<file path="src/pkg/rftsq_pkg.sv">
// constants for the rx flow tag and start-of-packet queue select block
package rftsq_pkg;
  localparam logic [11:0] RFTSQ_CFG_C_ADDR  = 12'h008;
  localparam logic [11:0] RFTSQ_CFG_D_ADDR  = 12'h00c;
  localparam logic [11:0] RFTSQ_CFG_E_ADDR  = 12'h010;
  localparam logic [11:0] RFTSQ_CFG_F_ADDR  = 12'h014;
  localparam logic [11:0] RFTSQ_CFG_G_ADDR  = 12'h018;
  localparam logic [11:0] RFTSQ_CFG_B_ADDR  = 12'h004;
  localparam logic [11:0] RFTSQ_STAT_ADDR   = 12'h01c;
  localparam int          RFTSQ_SEL_LSB     = 16;
  localparam int          RFTSQ_EN_LSB      = 0;
  localparam int          RFTSQ_CONST_LSB   = 0;
  localparam int          RFTSQ_QMGR_LSB    = 28;
  localparam int          RFTSQ_QNUM_LSB    = 16;
  localparam int          RFTSQ_QMGR_LO_LSB = 12;
  localparam int          RFTSQ_QNUM_LO_LSB = 0;
  localparam int          RFTSQ_LIM_HI_LSB  = 16;
  localparam logic [2:0]  RFTSQ_SEL_RESET   = 3'h0;
  localparam logic [2:0]  RFTSQ_EN_RESET    = 3'h0;
  localparam logic [13:0] RFTSQ_QUEUE_RESET = 14'h0000;
  localparam logic [15:0] RFTSQ_LIM_RESET   = 16'h0000;
  localparam logic [7:0]  RFTSQ_CONST_RESET = 8'h00;
  localparam logic [2:0]  RFTSQ_SEL_KEEP    = 3'h0;
  localparam logic [2:0]  RFTSQ_SEL_CONST   = 3'h1;
  localparam logic [2:0]  RFTSQ_SEL_FLOW    = 3'h2;
  localparam logic [2:0]  RFTSQ_SEL_TAG_LO  = 3'h4;
  localparam logic [2:0]  RFTSQ_SEL_TAG_HI  = 3'h5;
  localparam int          RFTSQ_CLASSES     = 4;
endpackage

</file>
<file path="src/logic/rftsq_tag_mux.sv">
// low destination tag byte source selector
`timescale 1ns/10ps
module rftsq_tag_mux
  import rftsq_pkg::*;
(
  input  wire logic [2:0]  dest_tag_low_byte_select,
  input  wire logic [7:0]  dest_tag_low_constant,
  input  wire logic [7:0]  flow_identifier,
  input  wire logic [15:0] be_dest_tag,
  input  wire logic [7:0]  in_byte,
  output logic      [7:0]  out_byte
);
  always_comb begin
    case (dest_tag_low_byte_select)
      RFTSQ_SEL_KEEP:   out_byte = in_byte;
      RFTSQ_SEL_CONST:  out_byte = dest_tag_low_constant;
      RFTSQ_SEL_FLOW:   out_byte = flow_identifier;
      RFTSQ_SEL_TAG_LO: out_byte = be_dest_tag[7:0];
      RFTSQ_SEL_TAG_HI: out_byte = be_dest_tag[15:8];
      default:          out_byte = in_byte;
    endcase
  end
endmodule

</file>
<file path="src/logic/rftsq_size_class.sv">
// packet size class picker
`timescale 1ns/10ps
module rftsq_size_class
  import rftsq_pkg::*;
(
  input  wire logic [2:0]  size_limit_enable,
  input  wire logic [15:0] packet_size,
  input  wire logic [15:0] packet_size_limit_zero,
  input  wire logic [15:0] packet_size_limit_one,
  input  wire logic [15:0] packet_size_limit_two,
  output logic      [1:0]  size_class
);
  always_comb begin
    size_class = 2'h0;
    if (size_limit_enable[0]) begin
      if (packet_size <= packet_size_limit_zero) begin
        size_class = 2'h0;
      end else if (!size_limit_enable[1]) begin
        size_class = 2'h1;
      end else if (packet_size <= packet_size_limit_one) begin
        size_class = 2'h1;
      end else if (!size_limit_enable[2]) begin
        size_class = 2'h2;
      end else if (packet_size <= packet_size_limit_two) begin
        size_class = 2'h2;
      end else begin
        size_class = 2'h3;
      end
    end
  end
endmodule

</file>
<file path="src/logic/rftsq_top.sv">
// rx flow tag byte and start-of-packet queue select with apb registers
//
// Design decisions made here: the register addresses and the APB register port.
`timescale 1ns/10ps
module rftsq_top
  import rftsq_pkg::*;
#(
  parameter bit SIZE_SELECT_SUPPORTED = 1'b1
) (
  input  wire logic        pclk,
  input  wire logic        presetn,
  input  wire logic        psel,
  input  wire logic        penable,
  input  wire logic        pwrite,
  input  wire logic [11:0] paddr,
  input  wire logic [31:0] pwdata,
  input  wire logic [3:0]  pstrb,
  output logic      [31:0] prdata,
  output logic             pready,
  output logic             pslverr,
  input  wire logic        sop_valid,
  input  wire logic [15:0] packet_size,
  input  wire logic [7:0]  flow_identifier,
  input  wire logic [15:0] be_dest_tag,
  input  wire logic [31:0] descriptor_word1_in,
  output logic             sop_done,
  output logic [31:0]      descriptor_word1_out,
  output logic [1:0]       first_buffer_queue_manager,
  output logic [11:0]      first_buffer_queue_index
);
  logic [2:0]  dest_tag_low_byte_select_q;
  logic [2:0]  size_limit_enable_q;
  logic [7:0]  dest_tag_low_constant_q;
  logic [13:0] queue_q [RFTSQ_CLASSES];
  logic [15:0] packet_size_limit_zero_q;
  logic [15:0] packet_size_limit_one_q;
  logic [15:0] packet_size_limit_two_q;
  logic [1:0]  last_class_q;
  logic [7:0]  tag_byte;
  logic [1:0]  size_class;
  logic        wr_en;
  logic        rd_en;
  logic        addr_ok;
  logic [31:0] rd_d;

  function automatic logic [31:0] queue_pair(input logic [13:0] hi, input logic [13:0] lo);
    queue_pair = 32'h0000_0000;
    queue_pair[RFTSQ_QMGR_LSB +: 2]    = hi[13:12];
    queue_pair[RFTSQ_QNUM_LSB +: 12]   = hi[11:0];
    queue_pair[RFTSQ_QMGR_LO_LSB +: 2] = lo[13:12];
    queue_pair[RFTSQ_QNUM_LO_LSB +: 12] = lo[11:0];
  endfunction

  // zero-wait apb slave
  assign pready = 1'b1;
  assign wr_en  = psel && penable && pwrite && addr_ok;
  assign rd_en  = psel && !penable && !pwrite;
  always_comb begin
    case (paddr)
      RFTSQ_CFG_B_ADDR, RFTSQ_CFG_C_ADDR, RFTSQ_CFG_D_ADDR, RFTSQ_CFG_E_ADDR,
      RFTSQ_CFG_F_ADDR, RFTSQ_CFG_G_ADDR, RFTSQ_STAT_ADDR: addr_ok = 1'b1;
      default: addr_ok = 1'b0;
    endcase
  end
  assign pslverr = psel && penable && !addr_ok;

  // selector and enable fields; reserved bits are never stored
  always_ff @(posedge pclk or negedge presetn) begin
    if (!presetn) begin
      dest_tag_low_byte_select_q <= RFTSQ_SEL_RESET;
      size_limit_enable_q        <= RFTSQ_EN_RESET;
    end else if (wr_en && paddr == RFTSQ_CFG_C_ADDR) begin
      if (pstrb[2]) begin
        dest_tag_low_byte_select_q <= pwdata[RFTSQ_SEL_LSB +: 3];
      end
      if (pstrb[0] && SIZE_SELECT_SUPPORTED) begin
        size_limit_enable_q <= pwdata[RFTSQ_EN_LSB +: 3];
      end
    end
  end

  // constant low destination byte
  always_ff @(posedge pclk or negedge presetn) begin
    if (!presetn) begin
      dest_tag_low_constant_q <= RFTSQ_CONST_RESET;
    end else if (wr_en && paddr == RFTSQ_CFG_B_ADDR && pstrb[0]) begin
      dest_tag_low_constant_q <= pwdata[RFTSQ_CONST_LSB +: 8];
    end
  end

  // queue fields for the four size classes
  always_ff @(posedge pclk or negedge presetn) begin
    if (!presetn) begin
      for (int i = 0; i < RFTSQ_CLASSES; i++) begin
        queue_q[i] <= RFTSQ_QUEUE_RESET;
      end
    end else if (wr_en && paddr == RFTSQ_CFG_D_ADDR) begin
      queue_q[0] <= {pwdata[RFTSQ_QMGR_LSB +: 2], pwdata[RFTSQ_QNUM_LSB +: 12]};
      queue_q[1] <= {pwdata[RFTSQ_QMGR_LO_LSB +: 2], pwdata[RFTSQ_QNUM_LO_LSB +: 12]};
    end else if (wr_en && paddr == RFTSQ_CFG_E_ADDR) begin
      queue_q[2] <= {pwdata[RFTSQ_QMGR_LSB +: 2], pwdata[RFTSQ_QNUM_LSB +: 12]};
      queue_q[3] <= {pwdata[RFTSQ_QMGR_LO_LSB +: 2], pwdata[RFTSQ_QNUM_LO_LSB +: 12]};
    end
  end

  // size limits
  always_ff @(posedge pclk or negedge presetn) begin
    if (!presetn) begin
      packet_size_limit_zero_q <= RFTSQ_LIM_RESET;
      packet_size_limit_one_q  <= RFTSQ_LIM_RESET;
      packet_size_limit_two_q  <= RFTSQ_LIM_RESET;
    end else if (wr_en && paddr == RFTSQ_CFG_F_ADDR) begin
      packet_size_limit_zero_q <= pwdata[RFTSQ_LIM_HI_LSB +: 16];
      packet_size_limit_one_q  <= pwdata[15:0];
    end else if (wr_en && paddr == RFTSQ_CFG_G_ADDR) begin
      packet_size_limit_two_q <= pwdata[RFTSQ_LIM_HI_LSB +: 16];
    end
  end

  // read data, registered in the setup phase
  always_comb begin
    case (paddr)
      RFTSQ_CFG_B_ADDR: rd_d = {24'h000000, dest_tag_low_constant_q};
      RFTSQ_CFG_C_ADDR: rd_d = {13'h0000, dest_tag_low_byte_select_q, 13'h0000,
                                size_limit_enable_q};
      RFTSQ_CFG_D_ADDR: rd_d = queue_pair(queue_q[0], queue_q[1]);
      RFTSQ_CFG_E_ADDR: rd_d = queue_pair(queue_q[2], queue_q[3]);
      RFTSQ_CFG_F_ADDR: rd_d = {packet_size_limit_zero_q, packet_size_limit_one_q};
      RFTSQ_CFG_G_ADDR: rd_d = {packet_size_limit_two_q, 16'h0000};
      RFTSQ_STAT_ADDR:  rd_d = {30'h00000000, last_class_q};
      default:          rd_d = 32'h0000_0000;
    endcase
  end
  always_ff @(posedge pclk or negedge presetn) begin
    if (!presetn) begin
      prdata <= 32'h0000_0000;
    end else if (rd_en) begin
      prdata <= rd_d;
    end
  end

  rftsq_tag_mux u_tag_mux (
    .dest_tag_low_byte_select (dest_tag_low_byte_select_q),
    .dest_tag_low_constant    (dest_tag_low_constant_q),
    .flow_identifier          (flow_identifier),
    .be_dest_tag              (be_dest_tag),
    .in_byte                  (descriptor_word1_in[7:0]),
    .out_byte                 (tag_byte)
  );

  rftsq_size_class u_size_class (
    .size_limit_enable      (size_limit_enable_q),
    .packet_size            (packet_size),
    .packet_size_limit_zero (packet_size_limit_zero_q),
    .packet_size_limit_one  (packet_size_limit_one_q),
    .packet_size_limit_two  (packet_size_limit_two_q),
    .size_class             (size_class)
  );

  // results captured on the start-of-packet strobe
  always_ff @(posedge pclk or negedge presetn) begin
    if (!presetn) begin
      sop_done                   <= 1'b0;
      descriptor_word1_out       <= 32'h0000_0000;
      first_buffer_queue_manager <= 2'h0;
      first_buffer_queue_index   <= 12'h000;
      last_class_q               <= 2'h0;
    end else begin
      sop_done <= sop_valid;
      if (sop_valid) begin
        descriptor_word1_out       <= {descriptor_word1_in[31:8], tag_byte};
        first_buffer_queue_manager <= queue_q[size_class][13:12];
        first_buffer_queue_index   <= queue_q[size_class][11:0];
        last_class_q               <= size_class;
      end
    end
  end
endmodule

</file>
<file path="config.mk">
export PLATFORM = sky130hd
export DESIGN_NAME = rftsq_top
export DESIGN_NICKNAME = d
export VERILOG_FILES = /design/src/pkg/rftsq_pkg.sv /design/src/logic/rftsq_tag_mux.sv /design/src/logic/rftsq_size_class.sv /design/src/logic/rftsq_top.sv
export SDC_FILE = /design/constraint.sdc
export NUM_CORES = 1
export LEC_CHECK = 0
export ABC_AREA = 1
export BUFFER_PORTS_ARGS = -buffer_cell sky130_fd_sc_hd__buf_2
export CORE_AREA = 5 5 150 152
export CTS_BUF_LIST = sky130_fd_sc_hd__clkbuf_2 sky130_fd_sc_hd__clkbuf_4 sky130_fd_sc_hd__clkbuf_8
export DETAILED_ROUTE_END_ITERATION = 8
export DIE_AREA = 0 0 155 157
export GPL_ROUTABILITY_DRIVEN = 0
export PLACE_DENSITY = 0.75
export SYNTH_ARGS = -nofsm -noshare
export SYNTH_HDL_FRONTEND = slang
export SYNTH_HIERARCHICAL = 1
export SYNTH_SLANG_ARGS = --single-unit
</file>
<file path="constraint.sdc">
create_clock -name pclk -period 2.1 [get_ports pclk]
set_input_delay 0.315 -clock pclk [delete_from_list [all_inputs] [get_ports pclk]]
set_output_delay 0.315 -clock pclk [all_outputs]
set_load 0.02 [all_outputs]
</file>
==> flow_metrics.py <==
metrics = {
    "logic_synthesis": {
        "synth_edf_count": 0,
        "synth_area_sq_um": 10700,
        "yosysSeqAreaShare_pct": 46.7,
        "synth_cells": 1351,
        "synth.avg_cell_area_sq_um": 7.90,
        "yosysWarningCount": 6,
        "async_flop_share_pct": 100,
        "ys_seq_elements": 199,
        "synth_ff_type": "dfrtp_1",
        "ys_types": 41,
        "syn-num-nets": 1525,
    },
    "sta": {
        "tightest_slew_ns": 0.606,
        "drv_slew": 0,
        "fin_worst_skew_ns": 0.0172,
        "finalCriticalPeriod_ns": 2.38,
        "max_slew_margin_pct": 59.6,
        "min_period_over_period_pct": 113,
        "layout_setup_ws_ns": -0.281,
        "final_hold_viol_count": 0,
        "setup_viol": 16,
        "fmax_ghz": 0.420,
        "rsz0062_at_grt": "true",
    },
    "power_and_ir_drop": {
        "cellPowerDensity_nw_per_um2": 534,
        "power.internal_w": 0.00503,
        "vdd_ir_drop_max_v": 0.000412,
        "p_switching_w": 0.00204,
        "power_frac_seq_pct": 55.4,
        "p_leak_nw": 7.28,
        "power.share.clock_pct": 34.7,
        "swShare_pct": 28.8,
        "p_comb_share_pct": 9.9,
    },
    "clock_tree": {
        "cts_root_buffer": "clkbuf_8",
        "cts_buffer_depth": 2,
        "cts.clk_slew.worst_paths_ns": 0.11,
        "clkLatencyLatePin_ns": 0.49,
        "cts_max_level": 4,
        "cts_buffers": 17,
        "clock_sinks": 199,
        "cts_tree": "done",
    },
    "grt": {
        "grt_pass1_wl_microns": 51100,
        "grt_max_degree": 65,
        "grt_antenna_before_repair": 1,
        "grt_overflow": 0,
        "grtUsageTotal_pct": 26.4,
        "grt_pass1_vias": 10100,
    },
    "routing": {
        "drt-initial-drc-count": 1040,
        "dr.pass1.iters": 8,
        "final_antenna_net_count": 0,
        "viasPerCell": 5.47,
        "vias": 10300,
        "wl_microns": 32700,
        "drc": 0,
        "drt-wirelength-per-cell_microns": 17.4,
    },
    "floorplan": {
        "die_h_microns": 157,
        "io_pins": 207,
        "floorplan.initialDensity_pct": 51.1,
        "die_w_microns": 155,
        "core_area_sq_um": 20900,
        "rows": 53,
        "die_area_sq_um": 24300,
    },
    "hold_path": {
        "min-delay-start": "descriptor_word1_in[31]",
        "min_to": "descriptor_word1_out[31]$_DFFE_PN0P_",
        "min_path_cells": 3,
        "hp-class": "primary input to flip-flop",
    },
    "setup_path": {
        "crit_arrival_ns": 2.79,
        "ff2ff_setup_slack_ns": -0.28,
        "cp_data_required_time_ns": 2.51,
        "crit_fanout": 7,
        "timing.rr.end": "first_buffer_queue_index[1]$_DFFE_PN0P_",
        "endpoint_kind": "flip-flop",
        "rr_worst_depth": 13,
        "rr_startpoint": "packet_size_limit_one_q[9]$_DFFE_PN0P_",
        "startpoint_type": "flip-flop",
        "crit_type": "flip-flop to flip-flop",
    },
    "job": {
        "drv_cap": 0,
    },
    "layout": {
        "fill_cells": 1822,
        "layout.nets": 1763,
        "mostFrequentLayoutCell": "nand2_1",
        "final_cell_mix": "nand2_1, buf_2, dfrtp_1",
        "area_growth_syn_to_layout_pct": 24.0,
        "final_core_util_pct": 63.4,
        "layout-drive-gt1-share_pct": 25.8,
        "antennaDiodeCount": 0,
    },
    "outcome": {
        "status": "finished with violations",
        "violations": "setup timing",
    },
    "place": {
        "pre_cts_slack_ns": -0.241,
        "dp_hpwl_microns": 24100,
        "portBuffers": 203,
    },
}
-- state kept, by name (all words and copies together) (netlist names), 2 cells and up --
register	flops
packet_size_limit_two_q	16
queue_q	56
packet_size_limit_one_q	16
first_buffer_queue_manager	2
descriptor_word1_out	32
last_class_q	2
first_buffer_queue_index	12
packet_size_limit_zero_q	16
prdata	32
size_limit_enable_q	3
dest_tag_low_constant_q	8
dest_tag_low_byte_select_q	3
-- critical path: stages (launching register included) --
cell and delay, ns:
dfrtp_1 0.44, inv_2 0.07, ha_4 0.27, nand2_1 0.06, nor2_1 0.12, nand2_2 0.10
clkinv_2 0.06, nand2_2 0.06, a21oi_4 0.18, nor2b_4 0.25, clkinvlp_4 0.25, a21oi_2 0.18
o21ai_1 0.09, a31oi_1 0.17
-- cell usage after synthesis, types with 2 or more instances --
library cell    n  area (sq um)
a21o_1          2          15.0
a21oi_1        79           395
a31oi_1        12          75.1
buf_1           2          7.51
buf_2          10          50.1
buf_4           7          52.6
buf_6           5          56.3
clkbuf_1       38           143
clkinv_1        3          11.3
dfrtp_1       199          4980
ha_1           48           601
inv_1         159           597
inv_2          11          41.3
mux2_2         16           180
nand2_1       363          1360
nand3_1        80           400
nand3_2         5          50.1
nand3b_1        5          37.5
nand4_1        28           175
nor2_1         96           360
nor2_2          8          50.1
nor2_4          2          22.5
nor2_8          2          40.0
nor3_1          2          10.0
o2111ai_1       3          26.3
o211ai_1       17           128
o21a_1          2          15.0
o21ai_0        67           335
o21ai_1        51           255
o22ai_1        17           106
o31ai_1         2          15.0
-- per-layer routing --
| metal | wire [microns] | up-vias | global-route usage (%) | part of all wire [%] |
|---|---|---|---|---|
| li1 | - | 4868 | - | - |
| met1 | 13100 | 4823 | 33.8 | 40 |
| met2 | 15700 | 478 | 44.2 | 48 |
| met3 | 2520 | 103 | 4.84 | 7.7 |
| met4 | 1300 | 2 | 11.4 | 4.0 |
| met5 | 11 | - | 0 | 0.034 |
-- worst max-delay path by stage --
| stage | start | endpoint | slack [ns] | depth (start not counted) |
|---|---|---|---|---|
| 2_1_floorplan | packet_size_limit_two_q[15]$_DFFE_PN0P_ | first_buffer_queue_index[9]$_DFFE_PN0P_ | 0.02 | 14 |
| 3_3_place_gp | packet_size[15] | first_buffer_queue_index[1]$_DFFE_PN0P_ | -0.16 | 11 |
| 3_5_place_dp | packet_size[15] | first_buffer_queue_index[3]$_DFFE_PN0P_ | -0.24 | 11 |
| 4_1_cts | packet_size_limit_one_q[12]$_DFFE_PN0P_ | first_buffer_queue_index[1]$_DFFE_PN0P_ | -0.17 | 14 |
| 5_1_grt | packet_size_limit_one_q[6]$_DFFE_PN0P_ | first_buffer_queue_index[1]$_DFFE_PN0P_ | -0.40 | 13 |
| 6_report | packet_size_limit_one_q[9]$_DFFE_PN0P_ | first_buffer_queue_index[1]$_DFFE_PN0P_ | -0.28 | 13 |
-- final cells by class --
cell class | count | area, sq um | share of cell area, %
Multi-Input combinational cell | 916 | 5050 | 38.1
Sequential cell | 199 | 4980 | 37.6
Timing Repair Buffer | 281 | 1810 | 13.7
Inverter | 174 | 661 | 4.99
Tap cell | 275 | 344 | 2.60
Clock buffer | 17 | 234 | 1.77
Clock inverter | 15 | 159 | 1.20
-- power by group through the flow --
stage	combinational, W	clock (W)	sequential [W]
2_1_floorplan	0.000191	0	0.00407
6_report	0.000698	0.00245	0.00392
3_3_place_gp	0.000647	0	0.00399
4_1_cts	0.000685	0.00249	0.00392
3_5_place_dp	0.000661	0	0.00399
5_1_grt	0.000777	0.00263	0.00393
-- stage by stage --
step           setup TNS (ns)  cell area, sq um  power [W]  cells  hold slack (ns)
3_3_place_gp            -2.25             12300    0.00464   1829            0.307
6_report                -2.75             13200    0.00707   1877           0.0198
3_5_place_dp            -3.10             12300    0.00465   1829            0.309
5_1_grt                 -4.24             13200    0.00734   1877          0.00508
4_1_cts                 -1.66             12900    0.00709   1870          0.00114
2_1_floorplan               0             10700    0.00426   1351           0.0194
-- logic make-up after synthesis --
group / synth area share (%)
and+or+nand+nor: 23.8
AOI/OAI and AO/OA: 13.1
buffers and inverters: 9.04
DFF: 46.7
muxes: 1.69
adders and majority gates: 5.63
other: 0.0351
-- repair_timing --
item,CTS,global route
gates resized for setup,29,54
setup endpoints to repair,16,16
pin swaps,7,25
buffers inserted,2,8
hold buffers,6,0
hold endpoints to repair,48,0
gates cloned,1,0
(Power assumes the default switching activity.)
